==> src/pcf_pkg.sv <==
// Shared constants, types and register map of the programming input calibration controller.
`default_nettype none
package pcf_pkg;
    localparam int VAL_W = 16;
    // Time base: one internal tick per millisecond.
    localparam int CLK_PERIOD_NS = 25;
    localparam int T_TICK_NS = 1000000;
    localparam int TICK_CYC = (T_TICK_NS + CLK_PERIOD_NS - 1) / CLK_PERIOD_NS;
    localparam int TICKS_PER_S = 1000;
    localparam int T_ENTRY_S = 4;
    localparam int T_CAPTURE_S = 2;
    localparam int T_SHORT_S = 1;
    localparam int T_IDLE_MIN = 10;
    localparam int T_DEBOUNCE_MS = 20;
    localparam int ENTRY_TICKS = T_ENTRY_S * TICKS_PER_S;
    localparam int CAPTURE_TICKS = T_CAPTURE_S * TICKS_PER_S;
    localparam int SHORT_TICKS = T_SHORT_S * TICKS_PER_S;
    localparam int IDLE_TICKS = T_IDLE_MIN * 60 * TICKS_PER_S;
    localparam int DEBOUNCE_TICKS = T_DEBOUNCE_MS * TICKS_PER_S / 1000;
    // Factory calibration.
    localparam logic [VAL_W-1:0] OUT_MIN = 16'h0000;
    localparam logic [VAL_W-1:0] OUT_MAX = 16'hFFFF;
    localparam logic [VAL_W-1:0] ADJ_STEP = 16'h0040;
    localparam logic CUR_VARIANT_RST = 1'b1;
    // Register byte offsets.
    localparam logic [7:0] REG_CTRL = 8'h00;
    localparam logic [7:0] REG_STATUS = 8'h04;
    localparam logic [7:0] REG_NULL = 8'h08;
    localparam logic [7:0] REG_END = 8'h0C;
    localparam logic [7:0] REG_START_VAL = 8'h10;
    localparam logic [7:0] REG_END_VAL = 8'h14;
    localparam int CTRL_CUR_VARIANT = 0;
    typedef enum logic [1:0] {PCF_NORMAL, PCF_TEACH, PCF_ADJUST, PCF_RESET} pcf_mode_t;
    typedef enum logic [1:0] {PCF_OUT_LIVE, PCF_OUT_TEACH_IND, PCF_OUT_ADJ_IND, PCF_OUT_ERROR} pcf_out_sel_t;
    typedef struct packed {
        logic [VAL_W-1:0] null_pt;
        logic [VAL_W-1:0] end_pt;
        logic [VAL_W-1:0] start_val;
        logic [VAL_W-1:0] end_val;
        logic invert;
    } pcf_cal_t;
    localparam pcf_cal_t CAL_FACTORY = '{OUT_MIN, OUT_MAX, OUT_MIN, OUT_MAX, 1'b0};
endpackage : pcf_pkg
`default_nettype wire

==> src/pcf_calib.sv <==
// Programming input calibration controller: hold timing, teach-in, adjust, invert and reset.
// Functional notes
// Settings change only via the two programming inputs; high means active.
// Programming mode ends after about ten minutes without input activity.
// Calibration values persist whether the session ended by inputs or timeout.
// The operator must not reverse null and end points.
// The operator keeps null and end points within the output span.
// Input a alone for four seconds enters teach-in with its indication value.
// After the entry indication, live position returns once the input is released.
// In teach-in, a held two seconds stores position as null point.
// In teach-in, b held two seconds stores position as end point.
// Capturing one point leaves the other point unchanged.
// Both held four seconds in teach-in inverts the curve on release.
// While both are held for inversion the output shows the error value.
// Inversion affects only the current output of current variants.
// Both briefly under one second ends teach-in, error shown during the press.
// Setting steps come in any order and the session may end anytime.
// Adjust mode captures start and end points and trims their values.
// Reset restores every calibration setting to factory default.
// Input b alone for four seconds enters adjust with its indication value.
// In adjust, a held two seconds sets start point keeping last start value.
// Both held four seconds starts reset; completing it clears values.
// A brief both press after reset activation aborts without changes.
// Hold times come from a clock-derived tick, after debouncing both inputs.
// Both active together is one command; single-input commands are then ignored.
`timescale 1ns/100ps
`default_nettype none
module pcf_calib #(
    parameter int TICK_CYC = pcf_pkg::TICK_CYC,
    parameter int IDLE_TICKS = pcf_pkg::IDLE_TICKS,
    parameter int ENTRY_TICKS = pcf_pkg::ENTRY_TICKS,
    parameter int CAPTURE_TICKS = pcf_pkg::CAPTURE_TICKS,
    parameter int SHORT_TICKS = pcf_pkg::SHORT_TICKS,
    parameter int DEBOUNCE_TICKS = pcf_pkg::DEBOUNCE_TICKS
) (
    input wire logic mclk,
    input wire logic rst,
    input wire logic program_input_a,
    input wire logic program_input_b,
    input wire logic [pcf_pkg::VAL_W-1:0] position,
    input wire logic [7:0] reg_addr,
    input wire logic [31:0] reg_wdata,
    input wire logic reg_wr,
    input wire logic reg_rd,
    output logic [31:0] reg_rdata,
    output pcf_pkg::pcf_out_sel_t out_sel,
    output pcf_pkg::pcf_cal_t cal,
    output logic current_invert,
    output logic prog_active
);
    ////////////////////////////////////////////////////////////////////////////
    logic [1:0] pin_s1;
    logic [1:0] pin_s2;
    logic [1:0] deb;
    logic [31:0] tick_cnt;
    logic tick;
    logic [31:0] hold_cnt;
    logic [31:0] idle_cnt;
    logic both_seen;
    logic press_q;
    logic ind_hold;
    logic inv_pend;
    logic adj_end_sel;
    logic cur_variant;
    pcf_pkg::pcf_mode_t mode;
    logic [1:0] pin_prev;

    wire logic press = |deb;
    wire logic both = &deb;
    wire logic a_only = (deb == 2'b01) && !both_seen;
    wire logic b_only = (deb == 2'b10) && !both_seen;
    wire logic fire_cap = tick && press && (hold_cnt == 32'(CAPTURE_TICKS - 1));
    wire logic fire_entry = tick && press && (hold_cnt == 32'(ENTRY_TICKS - 1));
    wire logic release_ev = press_q && !press;
    wire logic rel_short = release_ev && (hold_cnt < 32'(SHORT_TICKS));
    wire logic short_both = rel_short && both_seen;
    wire logic short_a = rel_short && !both_seen && (pin_prev == 2'b01);
    wire logic short_b = rel_short && !both_seen && (pin_prev == 2'b10);
    wire logic timeout = tick && (mode != pcf_pkg::PCF_NORMAL) && (idle_cnt == 32'(IDLE_TICKS - 1));

    ////////////////////////////////////////////////////////////////////////////
    // Timebase: a slow tick keeps the multi-second hold counts small, though the counters are 32 bits wide.
    always_ff @(posedge mclk or posedge rst)
    begin
        if (rst)
        begin
            tick_cnt <= '0;
            tick <= 1'b0;
        end
        else
        begin
            tick <= (tick_cnt == 32'(TICK_CYC - 1));
            tick_cnt <= (tick_cnt == 32'(TICK_CYC - 1)) ? '0 : tick_cnt + 32'd1;
        end
    end

    // Pins are asynchronous; each passes two flops, then a tick-based stability filter.
    genvar gi;
    generate
        for (gi = 0; gi < 2; gi++)
        begin : g_pin
            logic [31:0] deb_cnt;
            always_ff @(posedge mclk or posedge rst)
            begin
                if (rst)
                begin
                    pin_s1[gi] <= 1'b0;
                    pin_s2[gi] <= 1'b0;
                    deb[gi] <= 1'b0;
                    deb_cnt <= '0;
                end
                else
                begin
                    pin_s1[gi] <= (gi == 0) ? program_input_a : program_input_b;
                    pin_s2[gi] <= pin_s1[gi];
                    if (pin_s2[gi] == deb[gi])
                        deb_cnt <= '0;
                    else if (tick)
                    begin
                        if (deb_cnt == 32'(DEBOUNCE_TICKS - 1))
                        begin
                            deb[gi] <= pin_s2[gi];
                            deb_cnt <= '0;
                        end
                        else
                            deb_cnt <= deb_cnt + 32'd1;
                    end
                end
            end
        end
    endgenerate

    ////////////////////////////////////////////////////////////////////////////
    // Press tracking: hold time and whether both inputs overlapped in this press.
    always_ff @(posedge mclk or posedge rst)
    begin
        if (rst)
        begin
            hold_cnt <= '0;
            both_seen <= 1'b0;
            press_q <= 1'b0;
            pin_prev <= 2'b00;
        end
        else
        begin
            press_q <= press;
            if (press)
                pin_prev <= deb | (both_seen ? 2'b11 : 2'b00);
            if (!press)
            begin
                hold_cnt <= '0;
                both_seen <= 1'b0;
            end
            else
            begin
                if (both)
                    both_seen <= 1'b1;
                if (tick && hold_cnt < 32'(ENTRY_TICKS))
                    hold_cnt <= hold_cnt + 32'd1;
            end
        end
    end

    // Any input activity restarts the inactivity timer.
    always_ff @(posedge mclk or posedge rst)
    begin
        if (rst)
            idle_cnt <= '0;
        else if (press || mode == pcf_pkg::PCF_NORMAL || timeout)
            idle_cnt <= '0;
        else if (tick)
            idle_cnt <= idle_cnt + 32'd1;
    end

    ////////////////////////////////////////////////////////////////////////////
    // Mode sequencing; steps inside a mode may be taken in any order.
    always_ff @(posedge mclk or posedge rst)
    begin
        if (rst)
        begin
            mode <= pcf_pkg::PCF_NORMAL;
            ind_hold <= 1'b0;
        end
        else
        begin
            if (release_ev)
                ind_hold <= 1'b0;
            if (timeout)
                mode <= pcf_pkg::PCF_NORMAL;
            else
            begin
                unique case (mode)
                    pcf_pkg::PCF_NORMAL:
                    begin
                        if (fire_entry && a_only)
                        begin
                            mode <= pcf_pkg::PCF_TEACH;
                            ind_hold <= 1'b1;
                        end
                        else if (fire_entry && b_only)
                        begin
                            mode <= pcf_pkg::PCF_ADJUST;
                            ind_hold <= 1'b1;
                        end
                        else if (fire_entry && both)
                            mode <= pcf_pkg::PCF_RESET;
                    end
                    pcf_pkg::PCF_TEACH, pcf_pkg::PCF_ADJUST:
                        if (short_both)
                            mode <= pcf_pkg::PCF_NORMAL;
                    pcf_pkg::PCF_RESET:
                        if (short_both || (fire_entry && both))
                            mode <= pcf_pkg::PCF_NORMAL;
                endcase
            end
        end
    end

    ////////////////////////////////////////////////////////////////////////////
    // Calibration store; only the programming inputs change it, so values persist.
    always_ff @(posedge mclk or posedge rst)
    begin
        if (rst)
        begin
            cal <= pcf_pkg::CAL_FACTORY;
            inv_pend <= 1'b0;
            adj_end_sel <= 1'b0;
        end
        else
        begin
            if (mode == pcf_pkg::PCF_TEACH && !ind_hold)
            begin
                if (fire_cap && a_only)
                    cal.null_pt <= position;
                if (fire_cap && b_only)
                    cal.end_pt <= position;
                if (fire_entry && both)
                    inv_pend <= 1'b1;
            end
            if (inv_pend && release_ev)
            begin
                cal.invert <= !cal.invert;
                inv_pend <= 1'b0;
            end
            if (mode == pcf_pkg::PCF_ADJUST && !ind_hold)
            begin
                if (fire_cap && a_only)
                begin
                    cal.null_pt <= position;
                    adj_end_sel <= 1'b0;
                end
                if (fire_cap && b_only)
                begin
                    cal.end_pt <= position;
                    adj_end_sel <= 1'b1;
                end
                if (short_b && !adj_end_sel)
                    cal.start_val <= trim_up(cal.start_val);
                if (short_a && !adj_end_sel)
                    cal.start_val <= trim_down(cal.start_val);
                if (short_b && adj_end_sel)
                    cal.end_val <= trim_up(cal.end_val);
                if (short_a && adj_end_sel)
                    cal.end_val <= trim_down(cal.end_val);
            end
            if (mode == pcf_pkg::PCF_RESET && fire_entry && both)
                cal <= pcf_pkg::CAL_FACTORY;
        end
    end

    // Trims saturate at the output limits instead of wrapping.
    function automatic logic [pcf_pkg::VAL_W-1:0] trim_up(input logic [pcf_pkg::VAL_W-1:0] v);
        trim_up = (v > pcf_pkg::OUT_MAX - pcf_pkg::ADJ_STEP) ? pcf_pkg::OUT_MAX : v + pcf_pkg::ADJ_STEP;
    endfunction : trim_up

    function automatic logic [pcf_pkg::VAL_W-1:0] trim_down(input logic [pcf_pkg::VAL_W-1:0] v);
        trim_down = (v < pcf_pkg::OUT_MIN + pcf_pkg::ADJ_STEP) ? pcf_pkg::OUT_MIN : v - pcf_pkg::ADJ_STEP;
    endfunction : trim_down

    ////////////////////////////////////////////////////////////////////////////
    // Output selection.
    always_ff @(posedge mclk or posedge rst)
    begin
        if (rst)
        begin
            out_sel <= pcf_pkg::PCF_OUT_LIVE;
            prog_active <= 1'b0;
            current_invert <= 1'b0;
        end
        else
        begin
            prog_active <= (mode != pcf_pkg::PCF_NORMAL);
            current_invert <= cal.invert && cur_variant;
            if (both && mode != pcf_pkg::PCF_NORMAL)
                out_sel <= pcf_pkg::PCF_OUT_ERROR;
            else if (ind_hold && press && mode == pcf_pkg::PCF_TEACH)
                out_sel <= pcf_pkg::PCF_OUT_TEACH_IND;
            else if (ind_hold && press && mode == pcf_pkg::PCF_ADJUST)
                out_sel <= pcf_pkg::PCF_OUT_ADJ_IND;
            else
                out_sel <= pcf_pkg::PCF_OUT_LIVE;
        end
    end

    ////////////////////////////////////////////////////////////////////////////
    // Register port: software sets the variant and reads state and calibration, but never writes calibration.
    always_ff @(posedge mclk or posedge rst)
    begin
        if (rst)
            cur_variant <= pcf_pkg::CUR_VARIANT_RST;
        else if (reg_wr && reg_addr == pcf_pkg::REG_CTRL)
            cur_variant <= reg_wdata[pcf_pkg::CTRL_CUR_VARIANT];
    end

    always_ff @(posedge mclk or posedge rst)
    begin
        if (rst)
            reg_rdata <= '0;
        else if (reg_rd)
        begin
            unique case (reg_addr)
                pcf_pkg::REG_CTRL: reg_rdata <= {31'h0, cur_variant};
                pcf_pkg::REG_STATUS: reg_rdata <= {26'h0, inv_pend, cal.invert, out_sel, mode};
                pcf_pkg::REG_NULL: reg_rdata <= {16'h0, cal.null_pt};
                pcf_pkg::REG_END: reg_rdata <= {16'h0, cal.end_pt};
                pcf_pkg::REG_START_VAL: reg_rdata <= {16'h0, cal.start_val};
                pcf_pkg::REG_END_VAL: reg_rdata <= {16'h0, cal.end_val};
                default: reg_rdata <= '0;
            endcase
        end
    end
endmodule : pcf_calib
`default_nettype wire

==> config.mk <==
export PLATFORM = sky130hd
export DESIGN_NAME = pcf_calib
export DESIGN_NICKNAME = d
export VERILOG_FILES = /design/src/pcf_pkg.sv /design/src/pcf_calib.sv
export SDC_FILE = /design/constraint.sdc
export NUM_CORES = 1
export LEC_CHECK = 0
export BUFFER_PORTS_ARGS = -buffer_cell sky130_fd_sc_hd__buf_2
export CORE_MARGIN = 1
export CORE_UTILIZATION = 40
export DETAILED_ROUTE_END_ITERATION = 8
export PLACE_DENSITY = 0.59
export SETUP_SLACK_MARGIN = 0.02
export SLEW_MARGIN = 0
export SYNTH_ARGS = -nofsm -noshare
export SYNTH_HDL_FRONTEND = slang
export SYNTH_SLANG_ARGS = --single-unit
export TNS_END_PERCENT = 1
==> constraint.sdc <==
create_clock -name mclk -period 20.6 [get_ports mclk]
set_input_delay 1.03 -clock mclk [delete_from_list [all_inputs] [get_ports mclk]]
set_output_delay 1.03 -clock mclk [all_outputs]
set_load 0.03 [all_outputs]
# Word-level counts from Yosys, hierarchy flattened
# Index checks and enable logic that the tools add are counted.
[op_classes]
add_sub_neg = 9
order_cmp = 6
n_eq_ne = 25
n_mux = 51
bitwise = 3
n_reduce_logical = 65
[op_table]
columns = ["op", "n"]
rows = [
  ["$mux W32", 12],
  ["$mux W16", 12],
  ["$add A32 B1 Y32 const B", 5],
  ["$pmux W16 S6", 1],
  ["$mux W65", 1],
  ["$eq A32 B5 Y1 const B", 2],
  ["$mux W64", 1],
  ["$logic_and A1 B1 Y1", 34],
  ["$add A16 B7 Y16 const B", 2],
  ["$eq A32 B11 Y1 const B", 1],
  ["$eq A32 B12 Y1 const B", 1],
  ["$eq A32 B16 Y1 const B", 1],
  ["$eq A32 B20 Y1 const B", 1],
  ["$gt A16 B16 Y1 const B", 2],
  ["$lt A16 B7 Y1 const B", 2],
  ["$lt A32 B10 Y1 const B", 1],
  ["$lt A32 B12 Y1 const B", 1],
  ["$sub A16 B7 Y16 const B", 2],
  ["$mux W2", 10],
  ["$reduce_bool A2 Y1", 9],
  ["$eq A8 B4 Y1 const B", 2],
  ["$eq A8 B5 Y1 const B", 2],
  ["$mux W1", 13],
  ["$reduce_and A2 Y1", 5],
  ["17 further kinds", 36],
]
[totals]
register_bits = 278
output_inout_bits = 101
wordCells = 188

# Longest topological paths before layout
[depth]
depth_word = 11
mapped_depth = 9

# Least setup slack after synthesis
# OpenSTA, ideal clock, no wires.
[synth_path]
path_kind = "input to register"
startpoint = "input port reg_addr[0]"
endpoint = "register reg_rdata[7]"
setup_ps = 83
t_arrival_ps = 2746
path_slack_ps = 17771
path_stages = 8
path_cell_list = "or4_1 nor2_1 nor4bb_1 clkbuf_2 buf_2 a222oi_1 a21boi_0 o22ai_1"
[synth_via]
elab_chain_cells = 2
[synth_lines]
columns = ["element", "line_no", "source"]
rows = [
  ["start: declaration", "pcf_calib.sv:41", "input wire logic [7:0] reg_addr,"],
  ["$eq A8 B5 Y1 (tied with other cells)", "pcf_calib.sv:321", "unique case (reg_addr)"],
  ["$pmux W16 S6 (*)", "pcf_calib.sv:321", ""],
  ["end signal: assignment", "pcf_calib.sv:322", "pcf_pkg::REG_CTRL: reg_rdata <= {31'h0, cur_variant};"],
  ["end signal: assignment", "pcf_calib.sv:323", "pcf_pkg::REG_STATUS: reg_rdata <= {26'h0, inv_pend, cal.invert, out_sel, mode};"],
  ["end signal: assignment", "pcf_calib.sv:324", "pcf_pkg::REG_NULL: reg_rdata <= {16'h0, cal.null_pt};"],
  ["end: declaration", "pcf_calib.sv:45", "output logic [31:0] reg_rdata,"],
]
# Mark *: on every way between the ends. The rest lies on a longest branch, timed or not.
# A chain may end at the register's enable or synchronous reset.

# Worst setup path after layout
[layout_path]
startpoint = "register deb[1]"
endpoint = "register cal[16] (netlist bit)"
[layout_via]
elab_chain_cells = 10
[layout_lines]
columns = ["element", "line_no", "source"]
rows = [
  ["start: declaration", "pcf_calib.sv:54", "logic [1:0] deb;"],
  ["start signal: indexed assignment", "pcf_calib.sv:122", "deb[gi] <= pin_s2[gi];"],
  ["$reduce_or A2 Y1", "pcf_calib.sv:68", "wire logic press = |deb;"],
  ["$logic_not A1 Y1", "--", ""],
  ["$logic_and A1 B1 Y1", "pcf_calib.sv:74", "wire logic release_ev = press_q && !press;"],
  ["$logic_and A1 B1 Y1", "pcf_calib.sv:75", "wire logic rel_short = release_ev && (hold_cnt < 32'(SHORT_TICKS));"],
  ["$logic_and A1 B1 Y1", "pcf_calib.sv:77, pcf_calib.sv:78", ""],
  ["$logic_and A1 B1 Y1", "pcf_calib.sv:77", "wire logic short_a = rel_short && !both_seen && (pin_prev == 2'b01);"],
  ["$logic_and A1 B1 Y1", "pcf_calib.sv:263", "if (short_a && adj_end_sel)"],
  ["$mux W16", "pcf_calib.sv:263", ""],
  ["$mux W64", "pcf_calib.sv:245", "if (mode == pcf_pkg::PCF_ADJUST && !ind_hold)"],
  ["$mux W65", "pcf_calib.sv:266", "if (mode == pcf_pkg::PCF_RESET && fire_entry && both)"],
  ["end signal: assignment", "pcf_calib.sv:225", "cal <= pcf_pkg::CAL_FACTORY;"],
  ["end signal: assignment", "pcf_calib.sv:267", "cal <= pcf_pkg::CAL_FACTORY;"],
  ["end: declaration", "pcf_calib.sv:47", "output pcf_pkg::pcf_cal_t cal,"],
]
# Several ways; a longest one is shown, not always the timed one. The select of a mux whose other input is x is not followed.

==> key figures <==
Setup path
  • Worst Setup End Kind: register
  • CP Launch Type: register
  • Required time of the worst setup path: 21.06 ns
  • Worst r2r path cells: 9
  • Critical Path Fanout Max: 17
  • Worst path arrival time: 3.98 ns
  • Slowest CP cell: or4_1
  • CP cell instances: inv_1 > ha_1 > nor4bb_1 > o211ai_1 > buf_4 > or4_1 > a41oi_1 > a31oi_1 > o21ai_1
  • Crit path largest cell delay: 0.79 ns
  • Worst Path Class, Setup: reg2reg

Finish
  • Commonest cells after routing, fill and taps aside: dfrtp_1 (224), nand2_1 (137), o21ai_0 (132)
  • N_diodes: 0
  • Final Util: 46.1%
  • Commonest non-fill, non-tap cell in the layout: dfrtp_1
  • Non-Filler Instances: 2018
  • Layout cells sized above 1: 15.5%
  • Fillcell total: 3310
  • Layout area overhead: 12.9%
  • Final net count: 1629

Floorplanning
  • DIE HEIGHT: 187 um
  • Row Count: 67
  • Die W: 187 um
  • Initial Util: 40.8%
  • Die area: 35100 um2
  • Io pins: 163
  • Core region area: 33700 um2

Logic synthesis
  • Syn avg cell area: 9.31 um2
  • Synth Warn #: 0
  • Netlist cell types: 83
  • Synth top area cells: dfrtp_1 (41%), dfstp_2 (5.3%), o21ai_0 (4.8%)
  • Flops & latches, synth: 252
  • Async SR Flop Fraction: 100%
  • Top cell type's share of synthesized area: 40.8%
  • Most used DFF post-synth: dfrtp_1
  • Area leader, netlist: dfrtp_1
  • Mapped Area: 13800 um2
  • Post-Syn Instances: 1478
  • Post-synth EDFFs: 0
  • Sequential-to-total area share from yosys stat: 46.1%

Placement
  • HPWL Detailed: 23400 um
  • RePlAce Congestion: 0.885
  • Post-Place Cells: 1963
  • Place WS: 17.08 ns
  • IO Port Bufs: 115

Route
  • Post-Route WL: 34900 um
  • Starting DRC count in detailed routing: 867
  • DRT Pass-1 Iters: 5
  • DR vias: 11.5k
  • Post-route antenna net violation count: 0
  • Average routed wire per standard cell: 17.3 um
  • DR vias/cell: 5.69
  • Remaining routing DRC violations: 0

STA
  • Setup TNS: 0 ns
  • RSZ-0062 raised after global routing: no
  • Fin crit share: 17.1%
  • Relative slew margins: 20.5%
  • Slew @ Worst Pin: 1.18 ns
  • Final setup fails: 0
  • Clock Skew: 0.0119 ns
  • Minimum clock period: 3.52 ns
  • Hold_ws: 0.349 ns
  • Final hold vios: 0
  • Highest Clock Rate: 0.284 GHz
  • Setup WS post-layout: 17.08 ns
  • Max-slew violation count: 0

Clock network
  • Clock latency at the later pin of the worst-skew pair: 0.55 ns
  • Clock-pin slew on the worst setup and hold paths: 0.06 ns
  • Sink Count: 252
  • Clock tree from TritonCTS: done
  • Number of CTS-inserted buffers: 30
  • Hold_buf cts: 0
  • H-tree depth: 1
  • Clock buffer depth: 3
  • Setup Fix Bufs, Post-CTS: 0
  • Post-CTS resize count: 0
  • Root Driver: clkbuf_16

Global route
  • Largest net degree at the start of global routing: 136
  • First-pass GRT wire length: 57700 um
  • Grt total ovfl: 0
  • Vias in the first global route: 11.0k
  • Antenna violations before repair: 0
  • Gr usage total: 19.7%

Power
  • PwrDens: 68.8 nW/um2
  • Worst IR Drop VDD: 0.0586 mV
  • Leak Pwr: 6.70 nW

Job
  • Max-cap violations: 0

Run status
  • Status: finished clean

Worst hold path
  • Worst hold path class: reg2reg
  • WHS Path Cells: 0
[area by class of cell]
cell class / count / area (um2) / area share, %
tap: 448 / 561 / 3.61
multi-input combinational: 1088 / 6760 / 43.5
sequential: 252 / 6340 / 40.8
clock inverter: 7 / 110 / 0.709
timing repair buffer: 129 / 681 / 4.38
inverter: 46 / 180 / 1.16
clock buffer: 48 / 900 / 5.79
[sequential cells by signal, indices dropped and copies added (netlist names), 2 cells and up]
signal,cells
cal,55
deb,2
g_pin.deb_cnt,64
hold_cnt,32
idle_cnt,32
mode,2
out_sel,2
pin_prev,2
pin_s1,2
pin_s2,2
reg_rdata,16
tick_cnt,32
[where the power goes]
part	leakage, nW	switching [mW]	internal, mW	total (mW)
sequential	3.36	0.00194	0.498	0.500
combinational	2.84	0.0239	0.00566	0.0295
clock	0.496	0.205	0.333	0.539
total	6.70	0.231	0.837	1.07
[worst max-delay path, delay by kind of cell (launching register included)]
kind	cells	cell delay (ns)
simple gates	2	1.18
compound gates	4	0.96
flops	1	0.46
fa+ha+maj	1	0.46
buf+inv	2	0.39
[per-stage QoR]
| step | instance area (um2) | power (mW) |
|---|---|---|
| 6_report | 15500 | 1.07 |
| 5_1_grt | 15500 | 1.10 |
| 4_1_cts | 15500 | 1.08 |
| 3_5_place_dp | 14500 | 0.539 |
| 3_3_place_gp | 14500 | 0.538 |
| 2_1_floorplan | 13800 | 0.530 |
[final timing paths]
path / start / endpoint / slack [ns]
worst max-delay path: deb[1] / cal[16] / 17.08
max in group asynchronous: rst / hold_cnt[20] / 17.79
worst min-delay path: pin_s1[0] / pin_s2[0] / 0.35
min in group asynchronous: rst / g_pin[1].deb_cnt[15] / 0.70
worst max register to register: deb[1] / cal[16] / 17.08
worst min register to register: pin_s1[0] / pin_s2[0] / 0.35
[Yosys cell counts (all sizes together) (3+ instances only)]
cell type,count
nand3,72
ha,20
mux2i,25
nand4,55
o211a,4
nand2,139
and3,34
o211ai,6
o22ai,18
xnor2,28
inv,46
a22o,7
mux2,5
nand2b,6
a31oi,18
nor2b,30
nor4bb,4
a2111o,3
o311ai,3
a21boi,12
nor4b,8
or3,9
clkbuf,59
a41oi,9
dfstp,28
xor2,52
nor4,48
o41ai,9
and4,9
nor2,128
o21a,4
o21ai,139
a222oi,10
buf,47
and2,14
a21oi,42
a221o,5
a21o,4
o31ai,18
dfrtp,224
and4b,3
nor3,28
or4,14
or2,3
[per-layer routing]
metal / GRT usage (%) / vias to the layer above / share of wire, % / routed length, um
met5: 0 / - / 0 / 0
met4: 5.38 / 0 / 2.4 / 847
met3: 2.95 / 71 / 5.7 / 2000
met2: 31.4 / 358 / 45 / 15700
met1: 27.7 / 5552 / 47 / 16300
li1: - / 5492 / - / -
[cell families after synthesis]
| kind of cell | synth area share (%) |
|---|---|
| xor gates and xnor gates | 5.09 |
| adders and majority gates | 1.82 |
| AOI/OAI and AO/OA | 15.4 |
| muxes | 2.23 |
| buffers and inverters | 5.26 |
| DFF | 46.1 |
| other | 0.0273 |
| and+or+nand+nor | 24.1 |
Note: power is estimated with default switching activity, not from simulation.
